**src/inc/urx_defines.svh**
```systemverilog
// Offsets, field positions, reset values and counts of the receive status
// Contract
// - Framing flag, bit 0, set when stop bit samples low.
// - Parity flag, bit 1, set when parity disagrees with chosen mode.
// - Break flag, bit 2, set when line low beyond one character time.
// - A break loads exactly one all-zero character into the FIFO.
// - After break, wait for line high and a fresh start bit.
// - Overrun flag, bit 3, set when character completes with FIFO full.
// - On overrun FIFO contents stay intact; only shift register is lost.
// - Any write to error-clear location clears all four flags.
// - In FIFO mode flags describe the character at the FIFO head.
// - Timeout interrupt when FIFO holds data and no character arrives.
// - Timeout interval bits 21:0, read-write, reset 0x1FF.
// - Interval counts oversample ticks: 16 per bit, or 8 when selected.
`ifndef URX_DEFINES_SVH
`define URX_DEFINES_SVH

`define URX_OFF_DATA 8'h00
`define URX_OFF_ERR 8'h04
`define URX_OFF_TOUT 8'h0C
`define URX_OFF_CTRL 8'h10
`define URX_OFF_ISTAT 8'h14
`define URX_OFF_IMASK 8'h18

`define URX_CTRL_PEN 0
`define URX_CTRL_EVEN 1
`define URX_CTRL_STICK 2
`define URX_CTRL_OVS 3
`define URX_CTRL_FEN 4
`define URX_CTRL_RST 32'h0004_0010

`define URX_W_FRM 8
`define URX_W_PAR 9
`define URX_W_BRK 10
`define URX_ERR_OVR 3

`define URX_INT_RX 0
`define URX_INT_TOUT 1
`define URX_INT_FRM 2
`define URX_INT_PAR 3
`define URX_INT_BRK 4
`define URX_INT_OE 5

`define URX_TOUT_W 22
`define URX_TOUT_RST 22'h01FF

`define URX_LAST_X16 4'hF
`define URX_LAST_X8 4'h7
`define URX_HALF_X16 4'h7
`define URX_HALF_X8 4'h3

`endif

```
**src/inc/urx_pkg.sv**
```systemverilog
// Types of the receive status block
package urx_pkg;
   typedef logic [10:0] urx_word_type;
   typedef enum logic [5:0] {
      RX_IDLE = 6'h01,
      RX_START = 6'h02,
      RX_DATA = 6'h04,
      RX_PAR = 6'h08,
      RX_STOP = 6'h10,
      RX_BRK = 6'h20
   } urx_state_type;
endpackage : urx_pkg

```
**src/inc/urx_link_if.sv**
```systemverilog
// Character path between receiver, FIFO and control core
`timescale 1ns/1ns
interface urx_link_if;
   logic valid;
   urx_pkg::urx_word_type word;
   logic pop;
   logic one_deep;
   logic full;
   logic empty;
   urx_pkg::urx_word_type head;
   modport src (output valid, output word);
   modport fifo (input valid, input word, input pop, input one_deep,
      output full, output empty, output head);
endinterface : urx_link_if

```
**src/logic/urx_rx_fifo.sv**
```systemverilog
// Receive FIFO holding characters with their error bits
`timescale 1ns/1ns
module urx_rx_fifo #(
   parameter int DEPTH = 16,
   parameter int AW = 4
) (
   input wire logic clk_i,
   input wire logic rst_n_i,
   urx_link_if.fifo link
);
   urx_pkg::urx_word_type mem [DEPTH];
   urx_pkg::urx_word_type next_mem [DEPTH];
   logic [AW-1:0] wp, next_wp, rp, next_rp;
   logic [AW:0] cnt, next_cnt;
   logic push, pop;

   assign link.full = link.one_deep ? (cnt != '0) : (cnt == (AW+1)'(DEPTH));
   assign link.empty = (cnt == '0);
   assign link.head = mem[rp];
   assign push = link.valid & !link.full;
   assign pop = link.pop & !link.empty;

   always_comb begin
      next_mem = mem;
      next_wp = wp;
      next_rp = rp;
      next_cnt = cnt;
      if (push) begin
         next_mem[wp] = link.word;
         next_wp = (wp == AW'(DEPTH - 1)) ? '0 : AW'(wp + 1'b1);
      end
      if (pop) begin
         next_rp = (rp == AW'(DEPTH - 1)) ? '0 : AW'(rp + 1'b1);
      end
      if (push & !pop) begin
         next_cnt = (AW+1)'(cnt + 1'b1);
      end else if (pop & !push) begin
         next_cnt = (AW+1)'(cnt - 1'b1);
      end
   end

   always_ff @(posedge clk_i or negedge rst_n_i) begin
      if (!rst_n_i) begin
         for (int i = 0; i < DEPTH; i++) begin
            mem[i] <= '0;
         end
         wp <= '0;
         rp <= '0;
         cnt <= '0;
      end else begin
         mem <= next_mem;
         wp <= next_wp;
         rp <= next_rp;
         cnt <= next_cnt;
      end
   end

   a_ovr_keep: assert property (
      @(posedge clk_i) disable iff (!rst_n_i)
      (link.valid & link.full & !link.pop) |=> ($stable(cnt) && $stable(wp))
   ) else $error("FIFO written while full");
endmodule : urx_rx_fifo

```
**src/logic/urx_rx_deser.sv**
```systemverilog
// Serial receiver: start detect, data, parity, stop and break
`timescale 1ns/1ns
`include "urx_defines.svh"

module urx_rx_deser (
   input wire logic clk_i,
   input wire logic rst_n_i,
   input wire logic tick_i,
   input wire logic rxd_i,
   input wire logic ovs_sel_i,
   input wire logic par_en_i,
   input wire logic par_even_i,
   input wire logic par_stick_i,
   urx_link_if.src link
);
   urx_pkg::urx_state_type phase, next_phase;
   logic [3:0] tc, next_tc, bc, next_bc;
   logic [7:0] sh, next_sh;
   logic pbit, next_pbit, low, next_low, perr;
   logic [3:0] last, half;

   assign last = ovs_sel_i ? `URX_LAST_X8 : `URX_LAST_X16;
   assign half = ovs_sel_i ? `URX_HALF_X8 : `URX_HALF_X16;
   // Stick parity fixes the bit; else even or odd sum over data
   assign perr = par_en_i & (par_stick_i ? (pbit == par_even_i)
      : (^sh ^ pbit ^ !par_even_i));

   always_comb begin
      next_phase = phase;
      next_tc = tc;
      next_bc = bc;
      next_sh = sh;
      next_pbit = pbit;
      next_low = low;
      link.valid = 1'b0;
      link.word = '0;
      case (phase)
         urx_pkg::RX_IDLE: begin
            next_tc = '0;
            if (tick_i & !rxd_i) begin
               next_phase = urx_pkg::RX_START;
            end
         end
         urx_pkg::RX_START: begin
            if (tick_i) begin
               next_tc = 4'(tc + 1'b1);
               if (tc == half) begin
                  next_tc = '0;
                  next_bc = '0;
                  next_low = 1'b1;
                  next_pbit = 1'b0;
                  next_phase = rxd_i ? urx_pkg::RX_IDLE : urx_pkg::RX_DATA;
               end
            end
         end
         urx_pkg::RX_DATA: begin
            if (tick_i) begin
               next_tc = 4'(tc + 1'b1);
               if (tc == last) begin
                  next_tc = '0;
                  next_sh = {rxd_i, sh[7:1]};
                  next_low = low & !rxd_i;
                  next_bc = 4'(bc + 1'b1);
                  if (bc == 4'h7) begin
                     next_phase = par_en_i ? urx_pkg::RX_PAR
                        : urx_pkg::RX_STOP;
                  end
               end
            end
         end
         urx_pkg::RX_PAR: begin
            if (tick_i) begin
               next_tc = 4'(tc + 1'b1);
               if (tc == last) begin
                  next_tc = '0;
                  next_pbit = rxd_i;
                  next_low = low & !rxd_i;
                  next_phase = urx_pkg::RX_STOP;
               end
            end
         end
         urx_pkg::RX_STOP: begin
            if (tick_i) begin
               next_tc = 4'(tc + 1'b1);
               if (tc == last) begin
                  link.valid = 1'b1;
                  if (low & !rxd_i) begin
                     link.word[`URX_W_BRK] = 1'b1;
                     next_phase = urx_pkg::RX_BRK;
                  end else begin
                     link.word[7:0] = sh;
                     link.word[`URX_W_FRM] = !rxd_i;
                     link.word[`URX_W_PAR] = perr;
                     next_phase = urx_pkg::RX_IDLE;
                  end
               end
            end
         end
         urx_pkg::RX_BRK: begin
            if (rxd_i) begin
               next_phase = urx_pkg::RX_IDLE;
            end
         end
         default: begin
            next_phase = urx_pkg::RX_IDLE;
         end
      endcase
   end

   always_ff @(posedge clk_i or negedge rst_n_i) begin
      if (!rst_n_i) begin
         phase <= urx_pkg::RX_IDLE;
         tc <= '0;
         bc <= '0;
         sh <= '0;
         pbit <= 1'b0;
         low <= 1'b0;
      end else begin
         phase <= next_phase;
         tc <= next_tc;
         bc <= next_bc;
         sh <= next_sh;
         pbit <= next_pbit;
         low <= next_low;
      end
   end

   a_brk_hold: assert property (
      @(posedge clk_i) disable iff (!rst_n_i)
      (phase == urx_pkg::RX_BRK && !rxd_i)
         |=> (phase == urx_pkg::RX_BRK) && !link.valid
   ) else $error("Receiver left break state while line low");

   a_brk_once: assert property (
      @(posedge clk_i) disable iff (!rst_n_i)
      (link.valid && link.word[`URX_W_BRK]) |-> (link.word[7:0] == 8'h00)
         ##1 (phase == urx_pkg::RX_BRK)
   ) else $error("Break character not single and zero");
endmodule : urx_rx_deser

```
**src/logic/urx_rx_status.sv**
```systemverilog
// Top: register port, error status, timeout and interrupt of receive path
//
// Local design decision: strobed register access.
`timescale 1ns/1ns
`include "urx_defines.svh"

module urx_rx_status #(
   parameter int DEPTH = 16,
   parameter int AW = 4
) (
   input wire logic REF_CLK_I,
   input wire logic RST_N_I,
   input wire logic RXD_I,
   input wire logic [7:0] ADDR_I,
   input wire logic [31:0] WDATA_I,
   input wire logic WR_I,
   input wire logic RD_I,
   output logic [31:0] RDATA_O,
   output logic IRQ_O
);
   // ----------------------------------------------------------------
   // Declarations
   // ----------------------------------------------------------------
   urx_link_if link ();
   logic [31:0] ctrl, next_ctrl;
   logic [`URX_TOUT_W-1:0] tout, next_tout;
   logic [5:0] imask, next_imask;
   logic [5:0] istat, next_istat;
   logic hide, next_hide;
   logic oe, next_oe;
   logic [31:0] next_rdata;
   logic next_irq;
   logic [15:0] bcnt, next_bcnt;
   logic tick, next_tick;
   logic [`URX_TOUT_W-1:0] tcount, next_tcount;
   logic fired, next_fired;
   logic tout_ev;
   logic err_clr, push, ovr;
   logic [3:0] err_val;
   logic [5:0] ev;

   function automatic logic hit(input logic [7:0] a, input logic [7:0] off);
      hit = (a == off);
   endfunction : hit

   // ----------------------------------------------------------------
   // Receiver and FIFO
   // ----------------------------------------------------------------
   urx_rx_deser u_deser (
      .clk_i(REF_CLK_I),
      .rst_n_i(RST_N_I),
      .tick_i(tick),
      .rxd_i(RXD_I),
      .ovs_sel_i(ctrl[`URX_CTRL_OVS]),
      .par_en_i(ctrl[`URX_CTRL_PEN]),
      .par_even_i(ctrl[`URX_CTRL_EVEN]),
      .par_stick_i(ctrl[`URX_CTRL_STICK]),
      .link(link.src)
   );

   urx_rx_fifo #(
      .DEPTH(DEPTH),
      .AW(AW)
   ) u_fifo (
      .clk_i(REF_CLK_I),
      .rst_n_i(RST_N_I),
      .link(link.fifo)
   );

   assign link.pop = RD_I & hit(ADDR_I, `URX_OFF_DATA) & !link.empty;
   assign link.one_deep = !ctrl[`URX_CTRL_FEN];
   assign push = link.valid & !link.full;
   assign ovr = link.valid & link.full;
   assign err_clr = WR_I & hit(ADDR_I, `URX_OFF_ERR);

   // Head flags shown unless cleared since this head arrived
   assign err_val[2:0] = (hide | link.empty) ? 3'h0
      : link.head[`URX_W_BRK:`URX_W_FRM];
   assign err_val[`URX_ERR_OVR] = oe;

   // ----------------------------------------------------------------
   // Oversample tick
   // ----------------------------------------------------------------
   always_comb begin
      next_bcnt = 16'(bcnt + 16'h0001);
      next_tick = 1'b0;
      if (16'(bcnt + 16'h0001) >= ctrl[31:16]) begin
         next_bcnt = 16'h0000;
         next_tick = 1'b1;
      end
   end

   always_ff @(posedge REF_CLK_I or negedge RST_N_I) begin
      if (!RST_N_I) begin
         bcnt <= 16'h0000;
         tick <= 1'b0;
      end else begin
         bcnt <= next_bcnt;
         tick <= next_tick;
      end
   end

   // ----------------------------------------------------------------
   // Receive timeout
   // ----------------------------------------------------------------
   always_comb begin
      next_tcount = tcount;
      next_fired = fired;
      tout_ev = 1'b0;
      if (link.empty | push) begin
         next_tcount = '0;
         next_fired = 1'b0;
      end else if (tick & !fired) begin
         next_tcount = `URX_TOUT_W'(tcount + 1'b1);
         if (`URX_TOUT_W'(tcount + 1'b1) >= tout) begin
            tout_ev = 1'b1;
            next_fired = 1'b1;
         end
      end
   end

   always_ff @(posedge REF_CLK_I or negedge RST_N_I) begin
      if (!RST_N_I) begin
         tcount <= '0;
         fired <= 1'b0;
      end else begin
         tcount <= next_tcount;
         fired <= next_fired;
      end
   end

   // ----------------------------------------------------------------
   // Registers, status and interrupt
   // ----------------------------------------------------------------
   always_comb begin
      ev = 6'h00;
      ev[`URX_INT_RX] = push;
      ev[`URX_INT_TOUT] = tout_ev;
      ev[`URX_INT_FRM] = push & link.word[`URX_W_FRM];
      ev[`URX_INT_PAR] = push & link.word[`URX_W_PAR];
      ev[`URX_INT_BRK] = push & link.word[`URX_W_BRK];
      ev[`URX_INT_OE] = ovr;
      next_ctrl = ctrl;
      next_tout = tout;
      next_imask = imask;
      next_istat = istat;
      next_hide = hide;
      next_oe = oe;
      next_rdata = 32'h0000_0000;
      if (WR_I) begin
         if (hit(ADDR_I, `URX_OFF_CTRL)) begin
            next_ctrl = WDATA_I;
         end
         if (hit(ADDR_I, `URX_OFF_TOUT)) begin
            next_tout = WDATA_I[`URX_TOUT_W-1:0];
         end
         if (hit(ADDR_I, `URX_OFF_IMASK)) begin
            next_imask = WDATA_I[5:0];
         end
      end
      if (err_clr) begin
         next_hide = 1'b1;
         next_oe = 1'b0;
      end
      // A new head character shows its own flags again
      if (link.pop | (push & link.empty)) begin
         next_hide = 1'b0;
      end
      if (ovr) begin
         next_oe = 1'b1;
      end
      if (RD_I) begin
         if (hit(ADDR_I, `URX_OFF_DATA)) begin
            next_rdata = {20'h0_0000, oe, link.head};
         end
         if (hit(ADDR_I, `URX_OFF_ERR)) begin
            next_rdata = {28'h000_0000, err_val};
         end
         if (hit(ADDR_I, `URX_OFF_TOUT)) begin
            next_rdata = {10'h000, tout};
         end
         if (hit(ADDR_I, `URX_OFF_CTRL)) begin
            next_rdata = ctrl;
         end
         if (hit(ADDR_I, `URX_OFF_ISTAT)) begin
            next_rdata = {26'h000_0000, istat};
            next_istat = 6'h00;
         end
         if (hit(ADDR_I, `URX_OFF_IMASK)) begin
            next_rdata = {26'h000_0000, imask};
         end
      end
      next_istat = next_istat | ev;
      next_irq = |(next_istat & next_imask);
   end

   always_ff @(posedge REF_CLK_I or negedge RST_N_I) begin
      if (!RST_N_I) begin
         ctrl <= `URX_CTRL_RST;
         tout <= `URX_TOUT_RST;
         imask <= 6'h00;
         istat <= 6'h00;
         hide <= 1'b0;
         oe <= 1'b0;
         RDATA_O <= 32'h0000_0000;
         IRQ_O <= 1'b0;
      end else begin
         ctrl <= next_ctrl;
         tout <= next_tout;
         imask <= next_imask;
         istat <= next_istat;
         hide <= next_hide;
         oe <= next_oe;
         RDATA_O <= next_rdata;
         IRQ_O <= next_irq;
      end
   end

   // ----------------------------------------------------------------
   // Assertions
   // ----------------------------------------------------------------
   a_frame_flag: assert property (
      @(posedge REF_CLK_I) disable iff (!RST_N_I)
      (push && link.empty && link.word[`URX_W_FRM] && !err_clr)
         |=> err_val[0]
   ) else $error("Framing flag not shown for head character");

   a_parity_flag: assert property (
      @(posedge REF_CLK_I) disable iff (!RST_N_I)
      (push && link.empty && link.word[`URX_W_PAR] && !err_clr)
         |=> err_val[1]
   ) else $error("Parity flag not shown for head character");

   a_break_flag: assert property (
      @(posedge REF_CLK_I) disable iff (!RST_N_I)
      (push && link.empty && link.word[`URX_W_BRK] && !err_clr)
         |=> err_val[2] && (link.head[7:0] == 8'h00)
   ) else $error("Break flag not shown for head character");

   a_ovr_flag: assert property (
      @(posedge REF_CLK_I) disable iff (!RST_N_I)
      ovr |=> oe && istat[`URX_INT_OE]
   ) else $error("Overrun flag not set");

   a_err_clear: assert property (
      @(posedge REF_CLK_I) disable iff (!RST_N_I)
      (err_clr && !link.valid) |=> (err_val == 4'h0)
   ) else $error("Error clear left a flag set");

   a_head_flags: assert property (
      @(posedge REF_CLK_I) disable iff (!RST_N_I)
      (!link.empty && !hide) |-> (err_val[2:0] == link.head[10:8])
   ) else $error("Status does not follow head character");

   a_tout_fire: assert property (
      @(posedge REF_CLK_I) disable iff (!RST_N_I)
      (tick && !link.empty && !push && !fired
         && (`URX_TOUT_W'(tcount + 1'b1) >= tout))
         |=> istat[`URX_INT_TOUT] && fired
   ) else $error("Timeout did not fire");

   a_tout_write: assert property (
      @(posedge REF_CLK_I) disable iff (!RST_N_I)
      (WR_I && hit(ADDR_I, `URX_OFF_TOUT))
         |=> (tout == $past(WDATA_I[`URX_TOUT_W-1:0]))
   ) else $error("Timeout interval not written");

   a_tout_tick: assert property (
      @(posedge REF_CLK_I) disable iff (!RST_N_I)
      (!tick && !link.empty && !push) |=> $stable(tcount)
   ) else $error("Timeout counted without oversample tick");

   a_tout_restart: assert property (
      @(posedge REF_CLK_I) disable iff (!RST_N_I)
      (link.empty || push) |=> (tcount == '0) && !fired
   ) else $error("Timeout counter not restarted");

   a_rsvd_zero: assert property (
      @(posedge REF_CLK_I) disable iff (!RST_N_I)
      (RD_I && (hit(ADDR_I, `URX_OFF_TOUT) || hit(ADDR_I, `URX_OFF_ERR)))
         |=> (RDATA_O[31:22] == 10'h000) && (RDATA_O[21:4] == tout[21:4]
         || hit($past(ADDR_I), `URX_OFF_ERR))
   ) else $error("Reserved bits read nonzero");

   a_irq_level: assert property (
      @(posedge REF_CLK_I) disable iff (!RST_N_I)
      ##1 (IRQ_O == |(istat & imask))
   ) else $error("Interrupt output disagrees with status");
endmodule : urx_rx_status

```
**config.mk**
```make
export PLATFORM = sky130hd
export DESIGN_NAME = urx_rx_status
export DESIGN_NICKNAME = d
export VERILOG_FILES = /design/src/inc/urx_pkg.sv /design/src/inc/urx_link_if.sv /design/src/logic/urx_rx_fifo.sv /design/src/logic/urx_rx_deser.sv /design/src/logic/urx_rx_status.sv
export VERILOG_INCLUDE_DIRS = /design/src /design/src/inc
export SDC_FILE = /design/constraint.sdc
export NUM_CORES = 1
export LEC_CHECK = 0
export ABC_AREA = 0
export ABC_CLOCK_PERIOD_IN_PS = 7000
export BUFFER_PORTS_ARGS = -buffer_cell sky130_fd_sc_hd__buf_2
export CAP_MARGIN = 20
export CORE_MARGIN = 1
export CORE_UTILIZATION = 55
export DETAILED_ROUTE_END_ITERATION = 6
export PLACE_DENSITY = 0.73
export RECOVER_POWER = 25
export SLEW_MARGIN = 20
export SYNTH_ARGS = -nofsm -noshare
export SYNTH_HDL_FRONTEND = slang
export SYNTH_SLANG_ARGS = --single-unit
```
**constraint.sdc**
```tcl
create_clock -name REF_CLK_I -period 7 [get_ports REF_CLK_I]
set_input_delay 1.4 -clock REF_CLK_I [delete_from_list [all_inputs] [get_ports REF_CLK_I]]
set_output_delay 1.4 -clock REF_CLK_I [all_outputs]
set_load 0.05 [all_outputs]
```
### After elaboration in Yosys (flattened, before gate mapping)

Index checks and enable logic that the tools add are counted.

* output and inout bits: 33
* register bits after elaboration: 354

* eq/ne operators: 31
* magnitude comparators: 5
* add/subtract/negate cells: 8
* multiplexer cells: 84
* reduce and logical (&&, ||, !) cells: 32
* bitwise logic cells: 25

Operators by type and width (count)
* $mux W32: 6
* $bwmux W176: 1
* $mux W6: 16
* $mux W11: 6
* $mux W4: 12
* $bmux W11 S4: 1
* $demux W11 S4: 1
* $mux W22: 2
* $pmux W6 S6: 1
* $mux W1: 25
* $eq A8 B5 Y1 const B: 3
* $add A22 B1 Y22 const B: 1
* $ge A22 B22 Y1: 1
* $add A16 B1 Y16 const B: 1
* $add A4 B1 Y4 const B: 4
* $and A1 B1 Y1: 16
* $ge A16 B16 Y1: 1
* $mux W16: 1
* $ne A2 B1 Y1 const B: 8
* $pmux W4 S4: 1
* $reduce_bool A2 Y1: 8
* $mux W5: 3
* $reduce_and A5 Y1: 3
* $mux W12: 1
* other kinds (40): 62

### Depth between registers and ports, before layout

Gate-level depths: netlist of run 1.

* depth after elaboration: 13
* gate-level depth with buffers: 16
* depth with buffers taken out: 14

### By module

Synthesis of run 1 repeated with hierarchy kept, for this count alone.

* cells, all modules: 1456
* area total of the unflattened synthesis: 18122.4 um2

Modules (own cells, without submodules)
* urx_rx_fifo: instances 1, area an instance 9322.7 um2, cells each 620, seq. area each 4729.5 um2
* urx_rx_status: instances 1, area an instance 7190.6 um2, cells each 667, seq. area each 3542.1 um2
* urx_rx_deser: instances 1, area an instance 1609.0 um2, cells each 169, seq. area each 601.8 um2

### Worst setup path after synthesis of run 1

OpenSTA, ideal clock, no wires.

* path type: input -> register
* from: input port ADDR_I[3]
* to: register u_fifo.cnt[4]
* required time: 6877 ps
* data arrival time: 3786 ps
* setup slack: 3091 ps
* stages on the path: 13
* path buffers: 0
* library setup time: 123 ps
* path through: nor4_2 nand2_1 or3_1 nor3_2 inv_1 ha_1 inv_1 ha_1 a21o_1 a21oi_1 xnor2_1 nor2_1 xnor2_1

* longest elaborated chain between the ends: 7

Ends and longest elaborated chain
* from (decl): RTL line urx_rx_status.sv:14 `input wire logic [7:0] ADDR_I,`
* $logic_not A8 Y1 *: RTL line urx_rx_status.sv:43 `hit = (a == off);`
* $and A1 B1 Y1 * (2 in a row): RTL line urx_rx_status.sv:70 `` assign link.pop = RD_I & hit(ADDR_I, `URX_OFF_DATA) & !link.empty; ``
* $and A1 B1 Y1 *: RTL line urx_rx_fifo.sv:21 `assign pop = link.pop & !link.empty;`
* $logic_not A1 Y1: RTL line urx_rx_fifo.sv:35 `if (push & !pop) begin`
* $and A1 B1 Y1: RTL line urx_rx_fifo.sv:35
* $mux W5 / $reduce_bool A2 Y1 (equally long branches)
* to (signal assigned): RTL line urx_rx_fifo.sv:54 `cnt <= next_cnt;`
* to (decl): RTL line urx_rx_fifo.sv:14 `logic [AW:0] cnt, next_cnt;`

Every way passes the cells marked *; elsewhere a longest branch is shown, timed or not.
A chain may end at the register's enable or synchronous reset.

### Worst setup path in the final report of run 1

Same ends and word-level chain as after synthesis.

==> metrics.cfg, run 1 <==
[place]
place.gp.congestion=0.891
portBuffers=77
dpl_worst_slack_ns=2.56
dpl-instance-area_um2=17700
dp.final_hpwl_mm=25.7

[pwr]
power_leakage_nw=8.78
total_power_mw=4.67
pwr-share-seq_pct=47.2
peakVddDrop_mv=0.290
switching_share_pct=25.9
p_int_mw=3.46
combPwrFrac_pct=11.0
power_density_nw_per_um2=247
power_frac_clock_pct=41.8
p_switching_mw=1.21

[worst_setup_path]
critPathRequiredTime_ns=7.40
setup.worst_path.class=primary input to register
critPathSlowestCell=nor4_1
crit_fanout=7
r2r_cells=12
worstSetupStartpointType=primary input
cp-end-kind=register
slowest_delay_ns=0.50
worstPathArrival_ns=4.56
path_cells=clkbuf_1 -> nor4_1 -> nand2_1 -> or3_1 -> nor3_2 -> inv_1 -> ha_1 -> inv_1 -> ha_1 -> a21o_1 -> a21oi_1 -> xnor2_1 -> nor2_1 -> xnor2_1

[route]
vias=12100
postRouteAntennaNets=0
drc=0
drtPass1Iterations=6
vias_per_cell=5.89
first_iter_violations=1029
routed_wl_mm=39.5
wl_per_cell_um=19.2

[clocking]
cts_setup_buffers=0
clockBufferDepth=3
cts_resized=0
cts_tree=yes
clock_sinks=354
worst_skew_pair.late_latency_ns=0.53
clkTransAtPathRegs_ns=0.06
htree_levels=2
postCtsHoldBufs=0
cts-root-buf=clkbuf_16
numCtsBuffers=37

[timing]
whs_ns=0.475
hold_viol=0
worst_slack_ns=2.85
maxSlewViolCount=0
finalSetupViolCount=0
rsz0062_at_grt=no
max_freq_mhz=241
worst_pin_slew_ns=1.33
relSlewSlack_pct=11.5
setup_tns_ns=0
layout_min_cycle_time_ns=4.15
skew_ns=0.00901
min_period_over_period_pct=59.3

[die]
initial_core_util_pct=55.8
core_um2=30600
dieArea_um2=31700
fp.dieW_um=178
num_rows=64
die-height_um=178
io_pins=78

[layout]
final_cell_area_um2=18900
fin_nets=1732
area_growth_pct=10.7
drive_above_1_share_pct=17.3

[synth]
synthArstFlopShare_pct=100
synth_area_um2=17100
synth_cells=1591
synth_largest_area_cell=dfrtp_1
synth.most_common_cell=dfrtp_1
synth_edf_count=0
synth_top_flop_cell=dfrtp_1
ys_top_cells_by_count=342 x dfrtp_1, 271 x nand2_1, 203 x o21ai_0
ys_ff_latch=354
yosysWarnings=0
synth.area.top_cells=dfrtp_1 50%, nand2_1 6.0%, o21ai_0 6.0%
syn-num-nets=1689
ys_types=71
yosysTopAreaCellShare_pct=50.2
seq_area_frac_synth_pct=52.0
avgSynthCellArea_um2=10.7

[flow_run]
maxCapViolations=0

[hold_path]
hold_path_class=register to register
hold_depth=2

[global_routing]
grt_pass1_wl_mm=63.2
antenna_found_initial=1
overflow=0
grt_usage_pct=25.7
grt_pass1_vias=11800
grt_max_degree=147

[run_status]
outcome=completed

cell type report:
type	instances	area, um^2
Sequential cell	354	8880
Inverter	56	210
Tap cell	396	495
Clock buffer	58	1080
Multi-Input combinational cell	1092	7530
Timing Repair Buffer	93	553
Antenna cell	1	2.50
Clock inverter	10	125
Fill cell	2481	11700
state kept, by name (all words and copies together) (netlist names), 4 cells and up:
register	cells
u_deser.bc	4
istat	6
u_fifo.cnt	5
u_fifo.wp	4
ctrl	32
u_deser.tc	4
RDATA_O	32
bcnt	16
u_deser.phase	6
imask	6
u_fifo.mem	176
tcount	22
u_fifo.rp	4
u_deser.sh	8
tout	22
power by group through the flow:
| stage | registers [mW] | clock network [mW] | logic [mW] |
|---|---|---|---|
| after floorplan | 2.20 | 0 | 0.364 |
| after global placement | 2.24 | 0 | 0.499 |
| after detailed placement | 2.24 | 0 | 0.511 |
| after CTS | 2.20 | 1.99 | 0.519 |
| after global routing | 2.21 | 2.07 | 0.575 |
| final | 2.20 | 1.95 | 0.512 |
cell usage in the layout, fill, tap and decap left out, drive strengths merged, types with 9 or more instances in the layout:
| cell type | count |
|---|---|
| clkbuf | 60 |
| xor2 | 29 |
| a21oi | 31 |
| nor3 | 12 |
| nand3 | 25 |
| nor2 | 77 |
| mux2 | 75 |
| mux4 | 40 |
| nand4 | 25 |
| o21ai | 205 |
| mux2i | 21 |
| inv | 59 |
| and2 | 19 |
| dfrtp | 342 |
| ha | 52 |
| a22oi | 23 |
| xnor2 | 45 |
| a21o | 16 |
| nor4 | 9 |
| nor2b | 26 |
| dfstp | 12 |
| nand2 | 271 |
| buf | 91 |
| a221oi | 15 |
critical path: cells and delay by family:
kind / cells / cell delay (ns)
AND/OR/NAND/NOR: 5 / 1.48
adder cells (fa/ha/maj): 2 / 0.57
buffers and inverters: 3 / 0.48
AO/OA/AOI/OAI: 2 / 0.36
XOR/XNOR: 2 / 0.27
kinds of logic (layout without fill, tap and decap cells):
group	count (synthesis)	in the layout	synth area share [%]
other	0	1	0
flip-flops	354	354	52.0
AO/OA/AOI/OAI	326	326	11.2
XOR/XNOR	74	74	3.80
buffers and inverters	145	217	3.59
AND/OR/NAND/NOR	503	503	14.0
adder cells (fa/ha/maj)	53	53	3.93
multiplexers	136	136	11.5
metal layers:
layer / GRT usage [%] / vias to the layer above / routed length, um
li1: - / 5663 / -
met3: 5.07 / 84 / 2770
met5: 0 / - / 0
met2: 41.6 / 393 / 18800
met4: 9.33 / 0 / 1250
met1: 34.5 / 5988 / 16700
stage by stage:
stage | utilization [%] | instances
2_1_floorplan | - | 1591
3_3_place_gp | 57.7 | 1987
3_5_place_dp | 57.8 | 1988
4_1_cts | 61.7 | 2056
5_1_grt | 61.7 | 2060
6_report | 61.7 | 2060
worst paths after layout:
path,startpoint,end,slack [ns]
max,ADDR_I[3],u_fifo.cnt[4],2.85
max reg2reg,u_deser.phase[3],u_fifo.cnt[4],3.31
max in group asynchronous,RST_N_I,ctrl[13],4.39
min in group asynchronous,RST_N_I,bcnt[13],0.91
min reg2reg,u_fifo.mem[95],u_fifo.mem[95],0.48
min,u_fifo.mem[95],u_fifo.mem[95],0.48
(Power assumes the default switching activity.)
==> inputs of run 2 (changes only) <==
--- a/config.mk
+++ b/config.mk
@@ -7,7 +7,7 @@
 export NUM_CORES = 1
 export LEC_CHECK = 0
 export ABC_AREA = 0
-export ABC_CLOCK_PERIOD_IN_PS = 7000
+export ABC_CLOCK_PERIOD_IN_PS = 3880
 export BUFFER_PORTS_ARGS = -buffer_cell sky130_fd_sc_hd__buf_2
 export CAP_MARGIN = 20
 export CORE_MARGIN = 1
==> constraint.sdc (replaced) <==
create_clock -name REF_CLK_I -period 3.88 [get_ports REF_CLK_I]
set_input_delay 0.776 -clock REF_CLK_I [delete_from_list [all_inputs] [get_ports REF_CLK_I]]
set_output_delay 0.776 -clock REF_CLK_I [all_outputs]
set_load 0.05 [all_outputs]
==> metrics.cfg, run 2 (synthesis gave the netlist of run 1 again) <==
[timing]
rsz0062_at_grt=no  ; unchanged
skew_ns=0.0143  ; was 0.00901 ns
layout_min_cycle_time_ns=3.58
finalSetupViolCount=0  ; unchanged
worst_pin_slew_ns=3.01  ; was 1.33 ns
max_freq_mhz=279
setup_tns_ns=0  ; unchanged
min_period_over_period_pct=92.3
relSlewSlack_pct=-101  ; was 11.5%
hold_viol=0  ; unchanged
whs_ns=0.476  ; was 0.475 ns
maxSlewViolCount=63  ; was 0

[die]
core_um2=30600  ; unchanged
dieArea_um2=31700  ; unchanged
num_rows=64  ; unchanged
fp.dieW_um=178  ; unchanged
io_pins=78  ; unchanged
die-height_um=178  ; unchanged
initial_core_util_pct=55.8  ; unchanged

[layout]
fin_nets=1742  ; was 1732
area_growth_pct=11.8  ; was 10.7%
top_regs=u_fifo.mem (176), RDATA_O (32), ctrl (32)  ; unchanged
top_register=u_fifo.mem  ; unchanged
largest_reg_flops=176  ; unchanged
layout_commonest_cell=dfrtp_1  ; unchanged
layout_common_cells=337 x dfrtp_1, 270 x nand2_1, 203 x o21ai_0  ; was 341 x dfrtp_1, 271 x nand2_1, 204 x o21ai_0
drive_above_1_share_pct=18.9  ; was 17.3%
fin_cells=2070  ; was 2060

[pwr]
p_int_mw=6.43  ; was 3.46 mW
combPwrFrac_pct=11.0  ; about the same
peakVddDrop_mv=0.460  ; was 0.290 mV
p_switching_mw=2.21  ; was 1.21 mW
power_frac_clock_pct=43.0  ; was 41.8%
pwr-share-seq_pct=46.0  ; was 47.2%
power_leakage_nw=8.89  ; was 8.78 nW
switching_share_pct=25.6  ; was 25.9%
total_power_mw=8.64  ; was 4.67 mW
power_density_nw_per_um2=453  ; was 247 nW/um^2

[route]
routed_wl_mm=40.4  ; was 39.5 mm
drtPass1Iterations=5  ; was 6
postRouteAntennaNets=0  ; unchanged
first_iter_violations=933  ; was 1029
drc=0  ; unchanged
vias_per_cell=5.96  ; was 5.89
vias=12300  ; was 12.1k
wl_per_cell_um=19.5  ; was 19.2 um

[run_status]
violations=max-capacitance violations, max-slew violations
outcome=complete, but fails checks  ; was completed

[place]
place_inst=2001  ; was 1988
dp.final_hpwl_mm=26.9  ; was 25.7 mm
portBuffers=77  ; unchanged
place.gp.congestion=0.895  ; was 0.891

[clocking]
cts_tree=yes  ; unchanged
htree_levels=2  ; unchanged
worst_skew_pair.late_latency_ns=0.54  ; was 0.53 ns
clkTransAtPathRegs_ns=0.06  ; about the same
numCtsBuffers=37  ; unchanged
cts-root-buf=clkbuf_16  ; unchanged
clock_sinks=354  ; unchanged
postCtsHoldBufs=0  ; unchanged
clockBufferDepth=3  ; unchanged

[hold_path]
hold_path_class=register to register  ; unchanged
min_from=u_fifo.mem[45]  ; was u_fifo.mem[95]

[worst_setup_path]
crit_start=tcount[5]  ; was ADDR_I[3]
crit_fanout=6  ; was 7
worstPathArrival_ns=3.99  ; was 4.56 ns
worstSetupStartpointType=register  ; was primary input
critPathRequiredTime_ns=4.29  ; was 7.40 ns
regToRegStartpoint=tcount[5]  ; was u_deser.phase[3]
cp-end-kind=register  ; unchanged
setup.worst_path.class=register to register  ; was primary input to register

[global_routing]
grt_pass1_vias=12200  ; was 11.8k
grt_pass1_wl_mm=65.0  ; was 63.2 mm
grt_usage_pct=26.4  ; was 25.7%
antenna_found_initial=1  ; unchanged
grt_max_degree=103  ; was 147
overflow=0  ; unchanged

[flow_run]
maxCapViolations=1  ; was 0

## run 2: power by group through the flow
stage,sequential [mW],clock [mW],combinational [mW]
global route,3.99,3.93,1.08
global placement,4.03,0,0.927
floorplan,3.98,0,0.657
detailed placement,4.04,0,0.955
CTS,3.97,3.77,0.964
finish,3.98,3.71,0.952
## run 2: area by class of cell
cell class                 count  area [um^2]
clock buffer                  57         1100
fill                        2434        11500
tap                          396          495
inverter                      56          210
sequential                   354         8880
clock inverter                11          183
multi-input combinational   1092         7570
timing repair buffer         103          617
antenna                        1         2.50
## run 2: per-stage QoR
step / util (%) / setup slack, ns / area, um^2
2_1_floorplan: - / 0.536 / 17100
3_3_place_gp: 58.1 / 0.376 / 17800
3_5_place_dp: 58.1 / 0.296 / 17800
4_1_cts: 62.3 / 0.289 / 19100
5_1_grt: 62.3 / 0.000627 / 19100
6_report: 62.3 / 0.299 / 19100
## run 2: final timing paths
path / to / slack [ns] / depth (start not counted)
setup / recovery: IRQ_O / 0.30 / 14
hold / removal: u_fifo.mem[45] / 0.48 / 2
setup reg to reg: IRQ_O / 0.30 / 14
hold reg to reg: u_fifo.mem[45] / 0.48 / 2
max in group asynchronous: u_fifo.rp[0] / 0.64 / 2
min in group asynchronous: RDATA_O[28] / 1.34 / 1
## run 2: routing by layer
metal	part of all wire (%)	up-vias	wire [um]	global-route usage, %
met3	5.5	79	2240	3.37
met5	0	-	0	0
met4	2.7	0	1100	7.98
met1	44	6159	17600	36.7
li1	-	5690	-	-
met2	48	403	19400	43.5
## run 2: critical path, cell delays in order, from the launching register on
cell and delay, ns:
dfrtp_1 0.43, nand2_1 0.10, or3_4 0.41, or3_4 0.44, nor3_4 0.25, nand3_1 0.13, xnor2_1 0.18, ha_1 0.28
a21oi_1 0.16, o21ai_0 0.13, nor2_1 0.11, nand2_1 0.06, a211o_1 0.27, a22o_1 0.22, a221o_1 0.30
## run 2: what timing repair did
action / CTS / global route
buffers inserted: 0 / 0
resized for setup: 0 / 4
setup endpoints to repair: 0 / 1
